### config.mk
export PLATFORM = sky130hd
export DESIGN_NAME = pic_precharge_interlock
export DESIGN_NICKNAME = d
export VERILOG_FILES = /design/src/verilog/pic_precharge_interlock.v
export VERILOG_INCLUDE_DIRS = /design/src /design/src/verilog
export SDC_FILE = /design/constraint.sdc
export NUM_CORES = 1
export LEC_CHECK = 0
export BUFFER_PORTS_ARGS = -buffer_cell sky130_fd_sc_hd__buf_4
export CORE_MARGIN = 1.5
export CORE_UTILIZATION = 40
export CTS_CLUSTER_SIZE = 12
export DETAILED_ROUTE_END_ITERATION = 16
export PLACE_DENSITY = 0.72
export SETUP_SLACK_MARGIN = 0.1
export SYNTH_ARGS = -nofsm -noshare
export SYNTH_HDL_FRONTEND = slang
export SYNTH_SLANG_ARGS = --single-unit
### constraint.sdc
create_clock -name MCLK_I -period 2.3 [get_ports MCLK_I]
set_input_delay 0.115 -clock MCLK_I [delete_from_list [all_inputs] [get_ports MCLK_I]]
set_output_delay 0.115 -clock MCLK_I [all_outputs]
set_load 0.01 [all_outputs]
### src/verilog/pic_defines.vh
`ifndef PIC_DEFINES_VH
`define PIC_DEFINES_VH

// ****************************************
// command codes
// ****************************************
`define PIC_CMD_W           4
`define PIC_CMD_NONE        4'h0
`define PIC_CMD_PRE_ON      4'h1
`define PIC_CMD_PRE_OFF     4'h2
`define PIC_CMD_OUT_SET     4'h3
`define PIC_CMD_OUT_CLR     4'h4
`define PIC_CMD_REV_ON      4'h5
`define PIC_CMD_REV_OFF     4'h6
`define PIC_CMD_ILK_SET     4'h7
`define PIC_CMD_ILK_CLR     4'h8
`define PIC_CMD_POT_TYPE    4'h9

// ****************************************
// selectors and selections
// ****************************************
`define PIC_SEL_W           8
`define PIC_SEL_OUT_A       8'h06
`define PIC_SEL_OUT_B       8'h07
`define PIC_CTL_W           4
`define PIC_CTL_SOFT        4'h1

// ****************************************
// precharge status codes
// ****************************************
`define PIC_PST_W           3
`define PIC_PST_NONE        3'h0
`define PIC_PST_BUSY        3'h1
`define PIC_PST_PASS        3'h2
`define PIC_PST_ABORT       3'h3
`define PIC_PST_ENERGY      3'h4
`define PIC_PST_TIMEOUT     3'h5

// ****************************************
// pot wiring types
// ****************************************
`define PIC_POT_W           2
`define PIC_POT_ONE_WIRE    2'h1
`define PIC_POT_TWO_WIRE    2'h2
`define PIC_POT_THREE_WIRE  2'h3

// ****************************************
// widths and timing
// ****************************************
`define PIC_VOLT_W          12
`define PIC_THR_W           16
`define PIC_THR_ZERO        16'h0000
`define PIC_CLK_HZ          40000000
`define PIC_PRE_LIMIT_MS    1000
`define PIC_TMR_W           26

`endif

### src/verilog/pic_precharge_interlock.v
`timescale 1ns/100ps
`include "pic_defines.vh"

// Overview of operation
// - precharge runs until voltage in range, timeout, or energy limit exceeded
// - status code 0 none, 1 in progress, 2 passed
// - abort command drops request, clears precharge fault, status becomes 3
// - resistor energy over limit ends precharge, status becomes 4
// - precharge not done within one second ends it, status becomes 5
// - low-side outputs active low: on pulls pin low, off leaves it open
// - output commands accept selectors 6 and 7 only, else invalid-selector error
// - reverse enable/disable act only when reverse control selection is 1
// - reverse flag reads off until first enable or disable command
// - reverse flag off stops reverse; startup check is requested after that if enabled
// - interlock set/clear act only when interlock control selection is 1
// - interlock on passes throttle value; off blocks it
// - with main contactor enabled, setting interlock requests contactor close
// - with main contactor enabled, clearing interlock requests contactor open
// - interlock flag defaults off until first set or clear
// - pot wiring select: one-wire voltage, two-wire rheostat, three-wire pot
// - each command returns 1 when it takes effect, 0 when not
module pic_precharge_interlock #(
  parameter PRE_TIMEOUT_CYC = (`PIC_CLK_HZ / 1000) * `PIC_PRE_LIMIT_MS
) (
  input  wire                      MCLK_I,
  input  wire                      RST_N_I,
  input  wire                      CMD_VALID_I,
  input  wire [`PIC_CMD_W-1:0]     CMD_CODE_I,
  input  wire [`PIC_SEL_W-1:0]     CMD_ARG_I,
  input  wire [`PIC_CTL_W-1:0]     REVERSE_CONTROL_SELECT_I,
  input  wire [`PIC_CTL_W-1:0]     INTERLOCK_CONTROL_SELECT_I,
  input  wire                      MAIN_CONTACTOR_ENABLE_I,
  input  wire                      STARTUP_SEQUENCE_CHECK_EN_I,
  input  wire                      STARTUP_CHECK_DONE_I,
  input  wire [`PIC_VOLT_W-1:0]    BANK_VOLTAGE_I,
  input  wire [`PIC_VOLT_W-1:0]    KEYSWITCH_SUPPLY_I,
  input  wire [`PIC_VOLT_W-1:0]    PRE_WINDOW_I,
  input  wire                      ENERGY_OVER_I,
  input  wire [`PIC_THR_W-1:0]     THROTTLE_IN_I,
  output wire                      CMD_DONE_O,
  output reg                       CMD_STATUS_O,
  output reg                       INVALID_SELECTOR_ERROR_O,
  output reg                       PRECHARGE_REQUEST_O,
  output reg  [`PIC_PST_W-1:0]     PRECHARGE_STATUS_O,
  output reg                       PRECHARGE_FAULT_O,
  output reg                       LOW_SIDE_OUTPUT_A_N_O,
  output reg                       LOW_SIDE_OUTPUT_A_OE_O,
  output reg                       LOW_SIDE_OUTPUT_B_N_O,
  output reg                       LOW_SIDE_OUTPUT_B_OE_O,
  output reg                       REVERSE_STATE_FLAG_O,
  output reg                       REVERSE_ACTIVE_O,
  output reg                       STARTUP_CHECK_REQ_O,
  output reg                       INTERLOCK_FLAG_O,
  output reg  [`PIC_THR_W-1:0]     THROTTLE_OUT_O,
  output reg                       CONTACTOR_CLOSE_REQ_O,
  output reg                       CONTACTOR_OPEN_REQ_O,
  output reg  [`PIC_POT_W-1:0]     POT_WIRING_TYPE_O
);

  // ****************************************
  // input synchronisers
  // ****************************************
  reg                    energy_s1_q;
  reg                    energy_s2_q;
  reg                    chk_s1_q;
  reg                    chk_s2_q;
  reg [`PIC_VOLT_W-1:0]  bank_s1_q;
  reg [`PIC_VOLT_W-1:0]  bank_s2_q;

  // bank voltage is a converter word; it is assumed to change slowly relative to the clock
  always @(posedge MCLK_I or negedge RST_N_I) begin
    if (!RST_N_I) begin
      energy_s1_q <= 1'b0;
      energy_s2_q <= 1'b0;
      chk_s1_q    <= 1'b0;
      chk_s2_q    <= 1'b0;
      bank_s1_q   <= {`PIC_VOLT_W{1'b0}};
      bank_s2_q   <= {`PIC_VOLT_W{1'b0}};
    end else begin
      energy_s1_q <= ENERGY_OVER_I;
      energy_s2_q <= energy_s1_q;
      chk_s1_q    <= STARTUP_CHECK_DONE_I;
      chk_s2_q    <= chk_s1_q;
      bank_s1_q   <= BANK_VOLTAGE_I;
      bank_s2_q   <= bank_s1_q;
    end
  end

  // ****************************************
  // command decode
  // ****************************************
  function is_cmd;
    input [`PIC_CMD_W-1:0] code;
    input [`PIC_CMD_W-1:0] want;
    begin
      is_cmd = CMD_VALID_I && (code == want);
    end
  endfunction

  function pot_type_ok;
    input [`PIC_SEL_W-1:0] arg;
    begin
      pot_type_ok = (arg == {6'h00, `PIC_POT_ONE_WIRE}) ||
                    (arg == {6'h00, `PIC_POT_TWO_WIRE}) ||
                    (arg == {6'h00, `PIC_POT_THREE_WIRE});
    end
  endfunction

  wire c_pre_on  = is_cmd(CMD_CODE_I, `PIC_CMD_PRE_ON);
  wire c_pre_off = is_cmd(CMD_CODE_I, `PIC_CMD_PRE_OFF);
  wire c_out_set = is_cmd(CMD_CODE_I, `PIC_CMD_OUT_SET);
  wire c_out_clr = is_cmd(CMD_CODE_I, `PIC_CMD_OUT_CLR);
  wire c_rev_on  = is_cmd(CMD_CODE_I, `PIC_CMD_REV_ON);
  wire c_rev_off = is_cmd(CMD_CODE_I, `PIC_CMD_REV_OFF);
  wire c_ilk_set = is_cmd(CMD_CODE_I, `PIC_CMD_ILK_SET);
  wire c_ilk_clr = is_cmd(CMD_CODE_I, `PIC_CMD_ILK_CLR);
  wire c_pot     = is_cmd(CMD_CODE_I, `PIC_CMD_POT_TYPE);

  wire sel_a     = (CMD_ARG_I == `PIC_SEL_OUT_A);
  wire sel_b     = (CMD_ARG_I == `PIC_SEL_OUT_B);
  wire sel_ok    = sel_a || sel_b;
  wire rev_soft  = (REVERSE_CONTROL_SELECT_I == `PIC_CTL_SOFT);
  wire ilk_soft  = (INTERLOCK_CONTROL_SELECT_I == `PIC_CTL_SOFT);

  // ****************************************
  // precharge sequencer
  // ****************************************
  localparam [2:0] ST_IDLE = 3'b001;
  localparam [2:0] ST_RUN  = 3'b010;
  localparam [2:0] ST_END  = 3'b100;

  reg [2:0]             state_q;
  reg [2:0]             state_d;
  reg [`PIC_TMR_W-1:0]  tmr_q;
  reg [`PIC_TMR_W-1:0]  tmr_d;
  reg [`PIC_PST_W-1:0]  pst_d;
  reg                   fault_d;
  reg                   req_d;

  wire [`PIC_VOLT_W:0]  v_lo = {1'b0, KEYSWITCH_SUPPLY_I} - {1'b0, PRE_WINDOW_I};
  wire                  v_in_range = v_lo[`PIC_VOLT_W] ||
                                     ({1'b0, bank_s2_q} >= v_lo);
  wire                  tmr_out = (tmr_q >= PRE_TIMEOUT_CYC[`PIC_TMR_W-1:0] - 1'b1);

  always @* begin
    state_d = state_q;
    tmr_d   = tmr_q;
    pst_d   = PRECHARGE_STATUS_O;
    fault_d = PRECHARGE_FAULT_O;
    req_d   = PRECHARGE_REQUEST_O;
    if (c_pre_off) begin
      state_d = ST_IDLE;
      req_d   = 1'b0;
      fault_d = 1'b0;
      pst_d   = `PIC_PST_ABORT;
    end else if (c_pre_on) begin
      state_d = ST_RUN;
      tmr_d   = {`PIC_TMR_W{1'b0}};
      req_d   = 1'b1;
      fault_d = 1'b0;
      pst_d   = `PIC_PST_BUSY;
    end else begin
      case (state_q)
        ST_IDLE: begin
          state_d = ST_IDLE;
        end
        ST_RUN: begin
          tmr_d = tmr_q + 1'b1;
          // energy is checked first: it protects hardware, so it outranks a late pass
          if (energy_s2_q) begin
            state_d = ST_END;
            req_d   = 1'b0;
            fault_d = 1'b1;
            pst_d   = `PIC_PST_ENERGY;
          end else if (v_in_range) begin
            state_d = ST_END;
            req_d   = 1'b0;
            pst_d   = `PIC_PST_PASS;
          end else if (tmr_out) begin
            state_d = ST_END;
            req_d   = 1'b0;
            fault_d = 1'b1;
            pst_d   = `PIC_PST_TIMEOUT;
          end
        end
        ST_END: begin
          state_d = ST_END;
        end
        default: begin
          state_d = ST_IDLE;
          req_d   = 1'b0;
        end
      endcase
    end
  end

  always @(posedge MCLK_I or negedge RST_N_I) begin
    if (!RST_N_I) begin
      state_q             <= ST_IDLE;
      tmr_q               <= {`PIC_TMR_W{1'b0}};
      PRECHARGE_STATUS_O  <= `PIC_PST_NONE;
      PRECHARGE_FAULT_O   <= 1'b0;
      PRECHARGE_REQUEST_O <= 1'b0;
    end else begin
      state_q             <= state_d;
      tmr_q               <= tmr_d;
      PRECHARGE_STATUS_O  <= pst_d;
      PRECHARGE_FAULT_O   <= fault_d;
      PRECHARGE_REQUEST_O <= req_d;
    end
  end

  // ****************************************
  // low-side outputs, reverse, interlock
  // ****************************************
  reg out_a_q;
  reg out_b_q;
  reg rev_q;
  reg ilk_q;

  always @(posedge MCLK_I or negedge RST_N_I) begin
    if (!RST_N_I) begin
      out_a_q <= 1'b0;
      out_b_q <= 1'b0;
      rev_q   <= 1'b0;
      ilk_q   <= 1'b0;
    end else begin
      if ((c_out_set || c_out_clr) && sel_a) begin
        out_a_q <= c_out_set;
      end
      if ((c_out_set || c_out_clr) && sel_b) begin
        out_b_q <= c_out_set;
      end
      if ((c_rev_on || c_rev_off) && rev_soft) begin
        rev_q <= c_rev_on;
      end
      if ((c_ilk_set || c_ilk_clr) && ilk_soft) begin
        ilk_q <= c_ilk_set;
      end
    end
  end

  // on means the driver sinks the pin; off releases it rather than driving high
  always @* begin
    LOW_SIDE_OUTPUT_A_N_O  = 1'b0;
    LOW_SIDE_OUTPUT_A_OE_O = out_a_q;
    LOW_SIDE_OUTPUT_B_N_O  = 1'b0;
    LOW_SIDE_OUTPUT_B_OE_O = out_b_q;
    REVERSE_STATE_FLAG_O   = rev_q;
    INTERLOCK_FLAG_O       = ilk_q;
  end

  // ****************************************
  // reverse exit and startup check
  // ****************************************
  reg chk_pend_q;
  reg rev_act_q;

  always @(posedge MCLK_I or negedge RST_N_I) begin
    if (!RST_N_I) begin
      chk_pend_q <= 1'b0;
      rev_act_q  <= 1'b0;
    end else begin
      if (rev_q) begin
        rev_act_q  <= 1'b1;
        chk_pend_q <= 1'b0;
      end else if (rev_act_q) begin
        rev_act_q  <= 1'b0;
        chk_pend_q <= STARTUP_SEQUENCE_CHECK_EN_I;
      end else if (chk_pend_q && chk_s2_q) begin
        chk_pend_q <= 1'b0;
      end
    end
  end

  // startup check request is raised while the check is outstanding and reverse is off
  always @(posedge MCLK_I or negedge RST_N_I) begin
    if (!RST_N_I) begin
      REVERSE_ACTIVE_O    <= 1'b0;
      STARTUP_CHECK_REQ_O <= 1'b0;
    end else begin
      REVERSE_ACTIVE_O    <= rev_q;
      STARTUP_CHECK_REQ_O <= chk_pend_q && !rev_q;
    end
  end

  // ****************************************
  // throttle gate and contactor requests
  // ****************************************
  wire ilk_take_set = c_ilk_set && ilk_soft;
  wire ilk_take_clr = c_ilk_clr && ilk_soft;

  always @(posedge MCLK_I or negedge RST_N_I) begin
    if (!RST_N_I) begin
      THROTTLE_OUT_O        <= `PIC_THR_ZERO;
      CONTACTOR_CLOSE_REQ_O <= 1'b0;
      CONTACTOR_OPEN_REQ_O  <= 1'b0;
      POT_WIRING_TYPE_O     <= `PIC_POT_ONE_WIRE;
    end else begin
      THROTTLE_OUT_O        <= ilk_q ? THROTTLE_IN_I : `PIC_THR_ZERO;
      CONTACTOR_CLOSE_REQ_O <= ilk_take_set && MAIN_CONTACTOR_ENABLE_I;
      CONTACTOR_OPEN_REQ_O  <= ilk_take_clr && MAIN_CONTACTOR_ENABLE_I;
      if (c_pot && pot_type_ok(CMD_ARG_I)) begin
        POT_WIRING_TYPE_O <= CMD_ARG_I[`PIC_POT_W-1:0];
      end
    end
  end

  // ****************************************
  // command answer
  // ****************************************
  reg done_q;
  reg ok_d;

  always @* begin
    ok_d = 1'b0;
    if (c_pre_on || c_pre_off) begin
      ok_d = 1'b1;
    end else if (c_out_set || c_out_clr) begin
      ok_d = sel_ok;
    end else if (c_rev_on || c_rev_off) begin
      ok_d = rev_soft;
    end else if (c_ilk_set || c_ilk_clr) begin
      ok_d = ilk_soft;
    end else if (c_pot) begin
      ok_d = pot_type_ok(CMD_ARG_I);
    end
  end

  always @(posedge MCLK_I or negedge RST_N_I) begin
    if (!RST_N_I) begin
      done_q                   <= 1'b0;
      CMD_STATUS_O             <= 1'b0;
      INVALID_SELECTOR_ERROR_O <= 1'b0;
    end else begin
      done_q                   <= CMD_VALID_I;
      if (CMD_VALID_I) begin
        CMD_STATUS_O             <= ok_d;
        INVALID_SELECTOR_ERROR_O <= (c_out_set || c_out_clr) && !sel_ok;
      end
    end
  end

  assign CMD_DONE_O = done_q;

endmodule

==> results.tsv <==
stage	metric	value	unit
finish	commonest non-fill, non-tap cell in the layout	buf_4	
finish	Seq. cell area	2305	µm²
yosys	post-synthesis sequential area ratio	51.07	%
yosys	Syn. warnings	0	
timing	setup ws final	-0.3915	ns
floorplanning	Starting Density	41.27	%
worst_setup_path	CP endpoint kind	flip-flop	
worst_setup_path	Critical Path Max Stage Delay	0.36	ns
timing	final worst-path cycle share	117.0	%
worst_setup_path	WS Path Type	in2reg	
drt	via-per-instance ratio	5.140	
yosys	top_reg_cell synth	dfrtp_1	
grt	grt ovf	0	
clock_network	clk_lat worst skew	0.34	ns
worst_setup_path	WP data arrival	2.92	ns
status	failing checks	setup timing	
timing	clk_skew	0.009148	ns
worst_setup_path	crit-path cells	buf_8 -> inv_12 -> ha_4 -> fa_2 -> buf_4 -> buf_4 -> buf_4 -> xor2_1 -> ha_1 -> a221o_1 -> a31oi_1 -> o2111ai_2 -> a2bb2oi_4 -> nor4_2 -> a311o_1	
worst_setup_path	delay-heaviest family, CP	compound AO/OA/AOI/OAI gates	
drt	vias	3901	
timing	final setup violation count	7	
clock_network	clock root cell	clkbuf_16	
clock_network	H-Tree Depth	3	
grt	initial antenna violation count	0	
clock_network	TritonCTS clock tree	built	
finish	area delta synth->final	46.13	%
finish	# fillers	875	
worst_setup_path	Max FO, Critical Path	5	
pwr	Leak	0.003124	µW
floorplanning	DIE AREA	11930	µm²
timing	Hold Fails Final Rpt	0	
finish	area of the multi-input gates	2220	µm²
place	pre-CTS setup slack	-0.9664	ns
finish	Antenna Cells	0	
finish	share of layout cells above drive strength 1	32.79	%
grt	gr usage total	19.02	%
timing	RSZ-0062 raised after global routing	yes	
pwr	Max IR drop VDD	0.4063	mV
drt	Detailed Route Iter0 Violations	205	
run	max_cap viols	0	
timing	post-layout min period	2.692	ns
clock_network	clock-pin slew on the worst setup and hold paths	0.07	ns
floorplanning	Horiz. Die Dim	109.2	µm
yosys	Seq cells post-synth	92	
place	Placed Area	5823	µm²
drt	# DRC	0	
place	PortBufs	112	
floorplanning	num ports	115	
clock_network	clock buffer count from CTS	9	
yosys	FFs w/ async S/R, synth	100.0	%
worst_setup_path	cell mode on critical path	buf_4	
timing	Slew HR	56.85	%
grt	first-pass GRT wire length	17750	µm
finish	Finished Cell Area	6595	µm²
floorplanning	Die Span Y	109.2	µm
yosys	Yosys cell types	64	
clock_network	clk buf depth	2	
grt	pin count of the biggest net entering global routing	49	
drt	routed len/inst	14.41	µm
worst_setup_path	worst path required time	2.52	ns
timing	FMAX	0.3715	GHz
worst_setup_path	crit path launch type	input port	
clock_network	# clock sinks	92	
place	post-DP HPWL	7724	µm
finish	most frequent cells in the layout	buf_4 (148), dfrtp_1 (90), dlygate4sd3_1 (33), nor2_1 (32)	
place	Placer Congestion	0.8455	
hold_path	worst hold-check path type	in2reg	
drt	wirelength, routed	10930	µm
floorplanning	Rows	38	
drt	DR pass1 iterations	4	
pwr	PwrDens	594.1	nW/µm²
finish	fin nets	719	
yosys	Netlist Area Pre-Place	4513	µm²
worst_setup_path	critical path's slowest cell	fa_2	
yosys	Mapped Cells	426	
grt	vias in the first global route	3902	
status	outcome	finished, violations left	
worst_setup_path	CP bufs+invs	5	
pwr	Design Power	3918	µW
timing	Worst Tran Pin Value	0.6382	ns
drt	ANT nets after route	0	
yosys	Synth Area per Inst	10.59	µm²
yosys	number of flops mapped to enable cells by yosys	0	
floorplanning	core area	10940	µm²
timing	Slew Viols, Final	0	
-- synth_stat cells (6+ instances only) --
| master | instances | area (µm²) |
|---|---|---|
| dfrtp_1 | 90 | 2252 |
| nor2_1 | 32 | 120.1 |
| ha_1 | 25 | 312.8 |
| inv_1 | 25 | 93.84 |
| nand2_1 | 23 | 86.33 |
| o21ai_0 | 23 | 115.1 |
| a21oi_1 | 21 | 105.1 |
| and2_1 | 16 | 100.1 |
| xnor2_1 | 13 | 113.9 |
| nand3_1 | 12 | 60.06 |
| nor3_1 | 10 | 50.05 |
| or3_1 | 10 | 62.56 |
| xor2_1 | 10 | 87.58 |
| nor2b_1 | 9 | 56.30 |
| clkbuf_1 | 6 | 22.52 |
| nand2b_1 | 6 | 37.54 |
-- final timing paths --
path                                              start               endpoint  slack, ns  depth (start not counted)
min in group asynchronous                       RST_N_I     THROTTLE_OUT_O[10]       0.38                          2
worst min register to register                 chk_s1_q               chk_s2_q       0.35                          0
max in group asynchronous                       RST_N_I             state_q[0]       1.20                          3
worst max register to register                 tmr_q[3]  PRECHARGE_STATUS_O[1]       0.12                          6
worst min-delay path            MAIN_CONTACTOR_ENABLE_I  CONTACTOR_CLOSE_REQ_O       0.03                          3
worst max-delay path              KEYSWITCH_SUPPLY_I[0]  PRECHARGE_STATUS_O[1]      -0.39                         15
-- final cells by class --
type                       count  share of cell area, %
inverter                      25                  1.651
multi-input combinational    302                  33.66
tap                          140                  2.656
sequential                    92                  34.95
clock inverter                 7                  1.119
clock buffer                   9                  3.415
timing repair buffer         184                  22.56
-- power breakdown --
group	total, µW	internal (µW)	switching, µW	leakage [µW]
sequential	1720	1680	40.8	0.00118
combinational	752	414	338	0.00179
clock	1440	771	673	0.000148
total	3920	2870	1050	0.00312
-- sequential cells by signal, indices dropped and copies added, names as in the netlist, 2 cells and up --
signal and cells:
PRECHARGE_STATUS_O 3, bank_s2_q 12, bank_s1_q 12, tmr_q 26
state_q 3, POT_WIRING_TYPE_O 2, THROTTLE_OUT_O 16
-- logic make-up (layout without fill, tap and decap cells) --
| group | count (synthesis) | after routing | synth area share (%) |
|---|---|---|---|
| flops | 92 | 92 | 51.07 |
| other cells | 1 | 2 | 0.08309 |
| simple gates | 157 | 157 | 19.80 |
| xor+xnor | 23 | 23 | 4.463 |
| compound gates | 89 | 89 | 13.11 |
| fa+ha+maj | 27 | 27 | 7.596 |
| mux | 4 | 4 | 0.9703 |
| buf+inv | 33 | 225 | 2.911 |
-- metal layers --
layer | vias to the layer above | GRT usage (%) | part of all wire, %
met3 | 28 | 3.407 | 4.0
li1 | 1900 | - | -
met4 | 0 | 7.328 | 2.4
met2 | 112 | 33.62 | 52
met5 | - | 0 | 0
met1 | 1861 | 22.98 | 42
-- timing repair --
| item | in CTS | in global routing |
|---|---|---|
| setup endpoints to repair | 9 | 12 |
| buffers inserted | 2 | 1 |
| gates resized for setup | 10 | 15 |
| hold endpoints to repair | 77 | 1 |
| pin swaps | 9 | 0 |
| hold buffers | 32 | 1 |
-- worst min-delay path, stage by stage --
cell     delay [ns]
buf_4          0.11
nand2_1        0.07
nor3_1         0.05
-- per-stage QoR --
| step | setup TNS (ns) | hold WS (ns) | util [%] | cells |
|---|---|---|---|---|
| after floorplan | -3.059 | -0.1806 | - | 427 |
| after global placement | -5.239 | 0.1583 | 53.25 | 707 |
| after detailed placement | -6.164 | 0.1663 | 53.25 | 707 |
| after CTS | -2.359 | 0.002812 | 59.42 | 757 |
| after global routing | -3.457 | 0.02557 | 60.31 | 759 |
| final | -2.154 | 0.03284 | 60.31 | 759 |
No activity file was read; power rests on OpenSTA's default activity.
